[src/psep_pkg.sv]
// Constants and types for the port 6/7/8 pin logic
package psep_pkg;

  // ------------------------------------------------------------
  // Bus geometry and register indices (byte address = 4 * index)
  // ------------------------------------------------------------
  localparam int          AW          = 18;
  localparam logic [15:0] IDX_CFG     = 16'hffc0;
  localparam logic [15:0] IDX_P6_DIR  = 16'hffc9;
  localparam logic [15:0] IDX_P6_LAT  = 16'hffcb;
  localparam logic [15:0] IDX_P8_DIR  = 16'hffcd;
  localparam logic [15:0] IDX_P7_PIN  = 16'hffce;
  localparam logic [15:0] IDX_P8_LAT  = 16'hffcf;

  // ------------------------------------------------------------
  // Reset values and masks
  // ------------------------------------------------------------
  localparam logic [7:0]  P6_DIR_RST  = 8'h80;
  localparam logic [7:0]  P6_LAT_RST  = 8'h80;
  localparam logic [7:0]  P8_DIR_RST  = 8'hf0;
  localparam logic [7:0]  P8_LAT_RST  = 8'he0;
  localparam logic [15:0] CFG_RST     = 16'hff00;
  localparam logic [7:0]  P6_DIR_WM   = 8'h07;
  localparam logic [7:0]  P6_LAT_WM   = 8'h7f;
  localparam logic [7:0]  P6_RSV      = 8'h80;
  localparam logic [7:0]  P8_WM       = 8'h1f;
  localparam logic [7:0]  P8_RSV      = 8'he0;
  localparam logic [7:0]  RD_ONES     = 8'hff;
  localparam logic [7:0]  WCE_ALL     = 8'hff;

  // ------------------------------------------------------------
  // Configuration register fields
  // ------------------------------------------------------------
  localparam int          CFG_BUS_RELEASE_ENABLE    = 0;
  localparam int          CFG_WMS     = 1;
  localparam int          CFG_WCE_LSB = 8;
  localparam int          CFG_W       = 16;

  // ------------------------------------------------------------
  // Bus responses
  // ------------------------------------------------------------
  localparam logic [1:0]  RESP_OKAY   = 2'b00;
  localparam logic [1:0]  RESP_SLVERR = 2'b10;

  // ------------------------------------------------------------
  // Carriers
  // ------------------------------------------------------------
  typedef struct packed {
    logic [2:0] out;
    logic [2:0] oe;
  } psep_p6_pad_s;

  typedef struct packed {
    logic [4:0] out;
    logic [4:0] oe;
  } psep_p8_pad_s;

  typedef struct packed {
    logic bus_request_n;
    logic wait_request_n;
  } psep_ctl_s;

endpackage : psep_pkg

[src/psep_top.sv]
// Port 6, 7 and 8 pin logic with AXI4-Lite register access
//
// Chosen here: the AXI4-Lite interface to the registers.
`timescale 1ns/1ps

// Functional notes
// - With bus release on, port 6 bit 2 drives acknowledge; else direction picks.
// - With bus release on, port 6 bit 1 is bus request input; else direction picks.
// - Port 6 bit 0 is wait input if mode-hi set or wait field not all ones.
// - Port 7 is eight input-only pins, never driven, no direction register.
// - Port 7 read always returns current pin levels; no fixed reset value.
// - Port 8 has five two-way pins, bits 4 to 0, same in all modes.
// - Port 8 direction bits 4..1 give chip selects 0..3; bit 0 plain output.
// - Port 8 pin with direction zero is an input, driver off.
// - Port 8 direction register is write-only and reads all ones.
// - Port 8 direction resets to f0 on reset and hardware standby; holds otherwise.
// - Port 8 read gives latch for output pins, pin level for input pins.
// - Port 8 latch bits 7..5 ignore writes and read one.
// - Port 8 latch resets to e0 on reset and hardware standby; holds otherwise.
// - Port 6 plain pin drives when direction is one, inputs when zero.
// - Port 6 read gives latch for output pins, pin level for input pins.
module psep_top
  import psep_pkg::*;
(
  input  wire logic          aclk,
  input  wire logic          aresetn,
  input  wire logic          hw_standby,
  input  wire logic          sw_standby,
  input  wire logic          awvalid,
  output      logic          awready,
  input  wire logic [AW-1:0] awaddr,
  input  wire logic          wvalid,
  output      logic          wready,
  input  wire logic [31:0]   wdata,
  input  wire logic [3:0]    wstrb,
  output      logic          bvalid,
  input  wire logic          bready,
  output      logic [1:0]    bresp,
  input  wire logic          arvalid,
  output      logic          arready,
  input  wire logic [AW-1:0] araddr,
  output      logic          rvalid,
  input  wire logic          rready,
  output      logic [31:0]   rdata,
  output      logic [1:0]    rresp,
  input  wire logic [2:0]    p6_in,
  output      psep_p6_pad_s  p6_pad,
  input  wire logic [7:0]    p7_in,
  input  wire logic [4:0]    p8_in,
  output      psep_p8_pad_s  p8_pad,
  input  wire logic          bus_grant_ack_n,
  input  wire logic [3:0]    chip_select_n,
  output      psep_ctl_s     ctl
);

  // ------------------------------------------------------------
  // State
  // ------------------------------------------------------------
  logic [7:0]     p6_dir_q, p6_dir_d;
  logic [7:0]     p6_lat_q, p6_lat_d;
  logic [7:0]     p8_dir_q, p8_dir_d;
  logic [7:0]     p8_lat_q, p8_lat_d;
  logic [CFG_W-1:0] cfg_q, cfg_d;

  logic           awv_q, awv_d;
  logic [15:0]    widx_q, widx_d;
  logic           wv_q, wv_d;
  logic [31:0]    wdat_q, wdat_d;
  logic           wstb_q, wstb_d;
  logic           awready_q, awready_d;
  logic           wready_q, wready_d;
  logic           bvalid_q, bvalid_d;
  logic [1:0]     bresp_q, bresp_d;
  logic           arready_q, arready_d;
  logic           rvalid_q, rvalid_d;
  logic [31:0]    rdata_q, rdata_d;
  logic [1:0]     rresp_q, rresp_d;

  psep_p6_pad_s   p6_pad_q, p6_pad_d;
  psep_p8_pad_s   p8_pad_q, p8_pad_d;
  psep_ctl_s      ctl_q, ctl_d;

  logic           do_wr;
  logic           ar_hs;
  logic [15:0]    ridx;
  logic           bre;
  logic           wait_sel;
  logic [7:0]     p6_rd;
  logic [7:0]     p8_rd;
  logic           hold;

  // Software standby blocks register writes: port and config registers hold
  assign hold     = sw_standby;
  assign bre      = cfg_q[CFG_BUS_RELEASE_ENABLE];
  assign wait_sel = cfg_q[CFG_WMS] |
                    (cfg_q[CFG_WCE_LSB +: 8] != WCE_ALL);
  assign do_wr    = awv_q & wv_q & ~bvalid_q;
  assign ar_hs    = arvalid & arready_q;
  assign ridx     = araddr[AW-1:2];

  // ------------------------------------------------------------
  // Read views of the ports
  // ------------------------------------------------------------
  assign p6_rd = {P6_RSV[7], p6_lat_q[6:3],
                  (p6_dir_q[2:0] & p6_lat_q[2:0]) |
                  (~p6_dir_q[2:0] & p6_in)};
  assign p8_rd = P8_RSV |
                 {3'h0, (p8_dir_q[4:0] & p8_lat_q[4:0]) |
                        (~p8_dir_q[4:0] & p8_in)};

  // ------------------------------------------------------------
  // Write channel
  // ------------------------------------------------------------
  always_comb begin
    awv_d     = (awv_q & ~do_wr) | (awvalid & awready_q);
    widx_d    = (awvalid & awready_q) ? awaddr[AW-1:2] : widx_q;
    wv_d      = (wv_q & ~do_wr) | (wvalid & wready_q);
    wdat_d    = (wvalid & wready_q) ? wdata : wdat_q;
    wstb_d    = (wvalid & wready_q) ? wstrb[0] : wstb_q;
    awready_d = ~awv_d;
    wready_d  = ~wv_d;
    bvalid_d  = (bvalid_q & ~bready) | do_wr;
    bresp_d   = bresp_q;
    if (do_wr) begin
      unique case (widx_q)
        IDX_CFG, IDX_P6_DIR, IDX_P6_LAT,
        IDX_P8_DIR, IDX_P7_PIN, IDX_P8_LAT: bresp_d = RESP_OKAY;
        default:                             bresp_d = RESP_SLVERR;
      endcase
    end
  end

  always_ff @(posedge aclk) begin
    if (!aresetn) begin
      awv_q     <= 1'b0;
      widx_q    <= 16'h0000;
      wv_q      <= 1'b0;
      wdat_q    <= 32'h0000_0000;
      wstb_q    <= 1'b0;
      awready_q <= 1'b0;
      wready_q  <= 1'b0;
      bvalid_q  <= 1'b0;
      bresp_q   <= RESP_OKAY;
    end else begin
      awv_q     <= awv_d;
      widx_q    <= widx_d;
      wv_q      <= wv_d;
      wdat_q    <= wdat_d;
      wstb_q    <= wstb_d;
      awready_q <= awready_d;
      wready_q  <= wready_d;
      bvalid_q  <= bvalid_d;
      bresp_q   <= bresp_d;
    end
  end

  // ------------------------------------------------------------
  // Port registers
  // ------------------------------------------------------------
  always_comb begin
    p6_dir_d = p6_dir_q;
    p6_lat_d = p6_lat_q;
    p8_dir_d = p8_dir_q;
    p8_lat_d = p8_lat_q;
    cfg_d    = cfg_q;
    if (do_wr && wstb_q && !hold) begin
      unique case (widx_q)
        IDX_CFG:    cfg_d    = wdat_q[CFG_W-1:0];
        IDX_P6_DIR: p6_dir_d = (wdat_q[7:0] & P6_DIR_WM) | P6_RSV;
        IDX_P6_LAT: p6_lat_d = (wdat_q[7:0] & P6_LAT_WM) | P6_RSV;
        IDX_P8_DIR: p8_dir_d = (wdat_q[7:0] & P8_WM) | P8_RSV;
        IDX_P8_LAT: p8_lat_d = (wdat_q[7:0] & P8_WM) | P8_RSV;
        default:    cfg_d    = cfg_q;
      endcase
    end
  end

  always_ff @(posedge aclk) begin
    if (!aresetn || hw_standby) begin
      p6_dir_q <= P6_DIR_RST;
      p6_lat_q <= P6_LAT_RST;
      p8_dir_q <= P8_DIR_RST;
      p8_lat_q <= P8_LAT_RST;
      cfg_q    <= CFG_RST;
    end else begin
      p6_dir_q <= p6_dir_d;
      p6_lat_q <= p6_lat_d;
      p8_dir_q <= p8_dir_d;
      p8_lat_q <= p8_lat_d;
      cfg_q    <= cfg_d;
    end
  end

  // ------------------------------------------------------------
  // Read channel
  // ------------------------------------------------------------
  always_comb begin
    rvalid_d  = (rvalid_q & ~rready) | ar_hs;
    arready_d = ~rvalid_d;
    rdata_d   = rdata_q;
    rresp_d   = rresp_q;
    if (ar_hs) begin
      rresp_d = RESP_OKAY;
      unique case (ridx)
        IDX_CFG:    rdata_d = {16'h0000, cfg_q};
        IDX_P6_DIR: rdata_d = {24'h000000, RD_ONES};
        IDX_P6_LAT: rdata_d = {24'h000000, p6_rd};
        IDX_P8_DIR: rdata_d = {24'h000000, RD_ONES};
        IDX_P7_PIN: rdata_d = {24'h000000, p7_in};
        IDX_P8_LAT: rdata_d = {24'h000000, p8_rd};
        default: begin
          rdata_d = 32'h0000_0000;
          rresp_d = RESP_SLVERR;
        end
      endcase
    end
  end

  always_ff @(posedge aclk) begin
    if (!aresetn) begin
      arready_q <= 1'b0;
      rvalid_q  <= 1'b0;
      rdata_q   <= 32'h0000_0000;
      rresp_q   <= RESP_OKAY;
    end else begin
      arready_q <= arready_d;
      rvalid_q  <= rvalid_d;
      rdata_q   <= rdata_d;
      rresp_q   <= rresp_d;
    end
  end

  // ------------------------------------------------------------
  // Pin functions
  // ------------------------------------------------------------
  always_comb begin
    p6_pad_d.oe[2]  = bre | p6_dir_q[2];
    p6_pad_d.out[2] = bre ? bus_grant_ack_n : p6_lat_q[2];
    p6_pad_d.oe[1]  = ~bre & p6_dir_q[1];
    p6_pad_d.out[1] = p6_lat_q[1];
    // Wait input keeps the driver off even if direction is misused
    p6_pad_d.oe[0]  = ~wait_sel & p6_dir_q[0];
    p6_pad_d.out[0] = p6_lat_q[0];
    p8_pad_d.oe     = p8_dir_q[4:0];
    p8_pad_d.out    = {chip_select_n[0], chip_select_n[1],
                       chip_select_n[2], chip_select_n[3],
                       p8_lat_q[0]};
    ctl_d.bus_request_n  = bre ? p6_in[1] : 1'b1;
    ctl_d.wait_request_n = wait_sel ? p6_in[0] : 1'b1;
  end

  always_ff @(posedge aclk) begin
    if (!aresetn) begin
      p6_pad_q <= '0;
      p8_pad_q <= '0;
      ctl_q    <= '1;
    end else begin
      p6_pad_q <= p6_pad_d;
      p8_pad_q <= p8_pad_d;
      ctl_q    <= ctl_d;
    end
  end

  assign awready = awready_q;
  assign wready  = wready_q;
  assign bvalid  = bvalid_q;
  assign bresp   = bresp_q;
  assign arready = arready_q;
  assign rvalid  = rvalid_q;
  assign rdata   = rdata_q;
  assign rresp   = rresp_q;
  assign p6_pad  = p6_pad_q;
  assign p8_pad  = p8_pad_q;
  assign ctl     = ctl_q;
endmodule : psep_top

[config.mk]
export PLATFORM = sky130hd
export DESIGN_NAME = psep_top
export DESIGN_NICKNAME = d
export VERILOG_FILES = /design/src/psep_pkg.sv /design/src/psep_top.sv
export SDC_FILE = /design/constraint.sdc
export NUM_CORES = 1
export LEC_CHECK = 0
export ABC_AREA = 1
export BUFFER_PORTS_ARGS = -buffer_cell sky130_fd_sc_hd__buf_2
export CAP_MARGIN = 5
export CELL_PAD_IN_SITES_DETAIL_PLACEMENT = 1
export CELL_PAD_IN_SITES_GLOBAL_PLACEMENT = 2
export CORE_MARGIN = 1.5
export CORE_UTILIZATION = 29
export DETAILED_ROUTE_END_ITERATION = 10
export GPL_ROUTABILITY_DRIVEN = 0
export HOLD_SLACK_MARGIN = 0.08
export PLACE_DENSITY = 0.92
export SLEW_MARGIN = 40
export SYNTH_ARGS = -nofsm -noshare
export SYNTH_HDL_FRONTEND = slang
export SYNTH_SLANG_ARGS = --single-unit
[constraint.sdc]
create_clock -name aclk -period 2.5 [get_ports aclk]
set_input_delay 0.5 -clock aclk [delete_from_list [all_inputs] [get_ports aclk]]
set_output_delay 0.5 -clock aclk [all_outputs]
set_load 0.01 [all_outputs]
==> flow_summary.ini <==
[outcome]
run_status = completed

[power]
power_switching_uw = 924
sequentialPowerShare = 0.505
p_sw_frac = 0.247
share_comb_of_total_power = 0.084
p_leak_uw = 0.00275
ir_worst_vdd_uv = 344
p_per_area_nw_per_um2 = 655
pwr-share-clk = 0.411
p_int_uw = 2810

[placed_design]
numPortBuffers = 119
dp_hpwl_um = 9660
pre_cts_ws_ns = 0.648

[grt]
met1_usage = 0.200
top_usage_layer = met2
grt_max_degree = 64
use_met3 = 0.0500
track_usage = 0.156
grt_pass1_vias = 3950
grt_overflow = 0
antenna_found_initial = 5
grt_pass1_wl_um = 20100
use_met2 = 0.247

[final_layout]
drive_gt1_frac = 0.233
syn_to_final_growth_pct = 22.8
nNetsFinal = 838
fill_cells = 2031

[setup_path]
critical_path.slowest_cell = nor3_4
crit_buf_inv = 1
slowest_delay_ns = 0.56
path_delay_family = simple AND/OR/NAND/NOR gates
cp-end-kind = flop
cp_data_required_time_ns = 2.79
crit_chain = nor2_1 -> nand3_1 -> inv_2 -> nand2_2 -> nor3_4 -> o21ai_0 -> a21oi_1
cp.arrival_ns = 2.01
critPathKind = flop to flop
cp_max_fo = 18
start_kind = flop

[clock_tree]
clk_pin_slew_ns = 0.08
clk_latency_ns = 0.36
holdBufCountCts = 0
cts_resized = 0
cts_setup_buffers = 0
cts_tree = built
clk_path_buf_depth = 2
cts_sinks = 112
cts-root-buf = clkbuf_16
cts.htree.levels = 3
numCtsBuffers = 9

[die]
rows = 46
dieWidth_um = 130
coreArea_um2 = 15800
die_h_um = 130
ioPinCount = 161
die-area_um2 = 16800
start_util = 0.294

[routing]
route.detailed.drc = 0
drtIter0Drc = 127
wl_per_cell_um = 13.4
ant_nets = 0
vias = 4131
viasPerCell = 4.30
drt_pass1_iterations = 4
routed_wl_um = 12900

[yosys]
netlist_area_um2 = 4640
synth_edf_count = 0
synth_area_per_cell_um2 = 7.45
ys_seq_area_frac = 0.483
async_reset_ff_frac = 0
netlist_instances = 623
ys_warn_count = 0
ys_ff_latch = 112
synth_area_leaders = dfxtp_1, o21ai_0, nand2_1
ys_types = 34
ys.flop_type = dfxtp_1
synth_top_area_cell = dfxtp_1
yosys.area.top_type_share = 0.483

[timing]
rsz0062_at_grt = false
period_needed_ns = 1.72
timing.final.ws_setup_ns = 0.778
finalCritPeriodShare = 0.689
finalSetupTns_ns = 0
finClkSkew_ns = 0.0128
fmaxAchievable_ghz = 0.581
worstMarginPinSlew_ns = 0.655
drv_slew = 0
finalSetupViolCount = 0
relSlewSlack = 0.562
hold_viol_final = 0

[flow_run]
maxCapViolCount = 0

[worst_hold_path]
min_path_type = primary input to flop
per-stage QoR:
step | cell area (µm²) | std cells | total power [µW] | hold slack, ns | util
after CTS | 5700 | 957 | 3800 | 0.303 | 0.361
after global routing | 5700 | 958 | 3890 | 0.330 | 0.361
after detailed placement | 5380 | 941 | 2250 | 0.410 | 0.341
after global placement | 5380 | 941 | 2240 | 0.411 | 0.341
final | 5700 | 960 | 3740 | 0.316 | 0.362
after floorplan | 4710 | 640 | 2120 | 0.394 | -
logic make-up (layout without fill, tap and decap cells):
| logic type | Yosys count | in the layout | synth area share |
|---|---|---|---|
| multiplexers | 4 | 4 | 0.00916 |
| AO/OA/AOI/OAI | 144 | 144 | 0.161 |
| AND/OR/NAND/NOR | 243 | 243 | 0.230 |
| flip-flops | 112 | 112 | 0.483 |
| other | 1 | 21 | 0.000808 |
| buffers and inverters | 119 | 220 | 0.116 |
layout make-up:
cell class                      instances  area [µm²]  area share
Sequential cell                       112        2240       0.393
Multi-Input combinational cell        409        1930       0.338
Timing Repair Buffer                  125         641       0.112
Inverter                               79         303      0.0531
Tap cell                              216         270      0.0474
Clock buffer                           11         253      0.0443
Clock inverter                          5        61.3      0.0108
Antenna cell                            3        7.51     0.00132
tightest hold or removal path: stages:
cell     delay (ns)
buf_2          0.07
nand2_1        0.04
inv_1          0.04
sequential cells by signal, indices dropped and copies added (netlist names):
register  count
p8_pad       10
p6_pad        6
awv_q         1
wdat_q       16
cfg_q        16
ctl           2
p6_lat_q      7
rresp         1
rdata        16
bresp         1
p8_dir_q      5
awready       1
arready       1
rvalid        1
widx_q       16
bvalid        1
wready        1
p8_lat_q      5
wstb_q        1
wv_q          1
p6_dir_q      3
metal layers:
layer / vias up / part of all wire / routed length, µm
met5: - / 0.0019 / 24
met3: 18 / 0.068 / 868
met2: 109 / 0.43 / 5570
li1: 2179 / - / -
met4: 4 / 0.018 / 228
met1: 1821 / 0.48 / 6170
synthesized netlist by cell type (2+ instances only):
library cell	count
mux2i_1	2
nor2_4	3
inv_1	68
o21ai_0	79
nand2_2	2
dfxtp_1	112
nor2_1	93
buf_4	18
nor3_1	7
nor2_2	4
o211ai_1	6
clkbuf_1	17
nand3_1	21
nand2_1	100
mux2_2	2
buf_2	3
nand2_4	4
nor3_2	2
o22ai_1	2
inv_2	9
buf_6	2
a21oi_1	53
nand4_1	3
path summary, 6_finish.rpt:
check,from,to,slack (ns),depth (start not counted)
hold reg to reg,cfg_q[0],ctl[1],0.43,1
setup / recovery,widx_q[4],cfg_q[4],0.78,7
setup reg to reg,widx_q[4],cfg_q[4],0.78,7
hold / removal,chip_select_n[2],p8_pad[7],0.32,3
power groups by stage:
stage,Sequential (µW),Clock (µW),Combinational (µW)
after detailed placement,1930,0,318
after CTS,1890,1590,320
after global placement,1930,0,312
after floorplan,1930,0,191
final,1890,1540,314
after global routing,1890,1640,360
cells in the final DEF (no fill, tap or decap), drive strengths merged:
cell type	instances
buf	125
bufinv	1
nand4	3
conb	18
o22ai	2
nor2	100
inv	80
a31oi	1
o21ai	80
nor3	10
a211oi	1
nand3	23
dfxtp	112
nor4	1
diode	3
a21oi	54
o211ai	6
nand2	106
clkbuf	11
clkinv	3
mux2	2
mux2i	2
No activity file was read; power rests on OpenSTA's default activity.
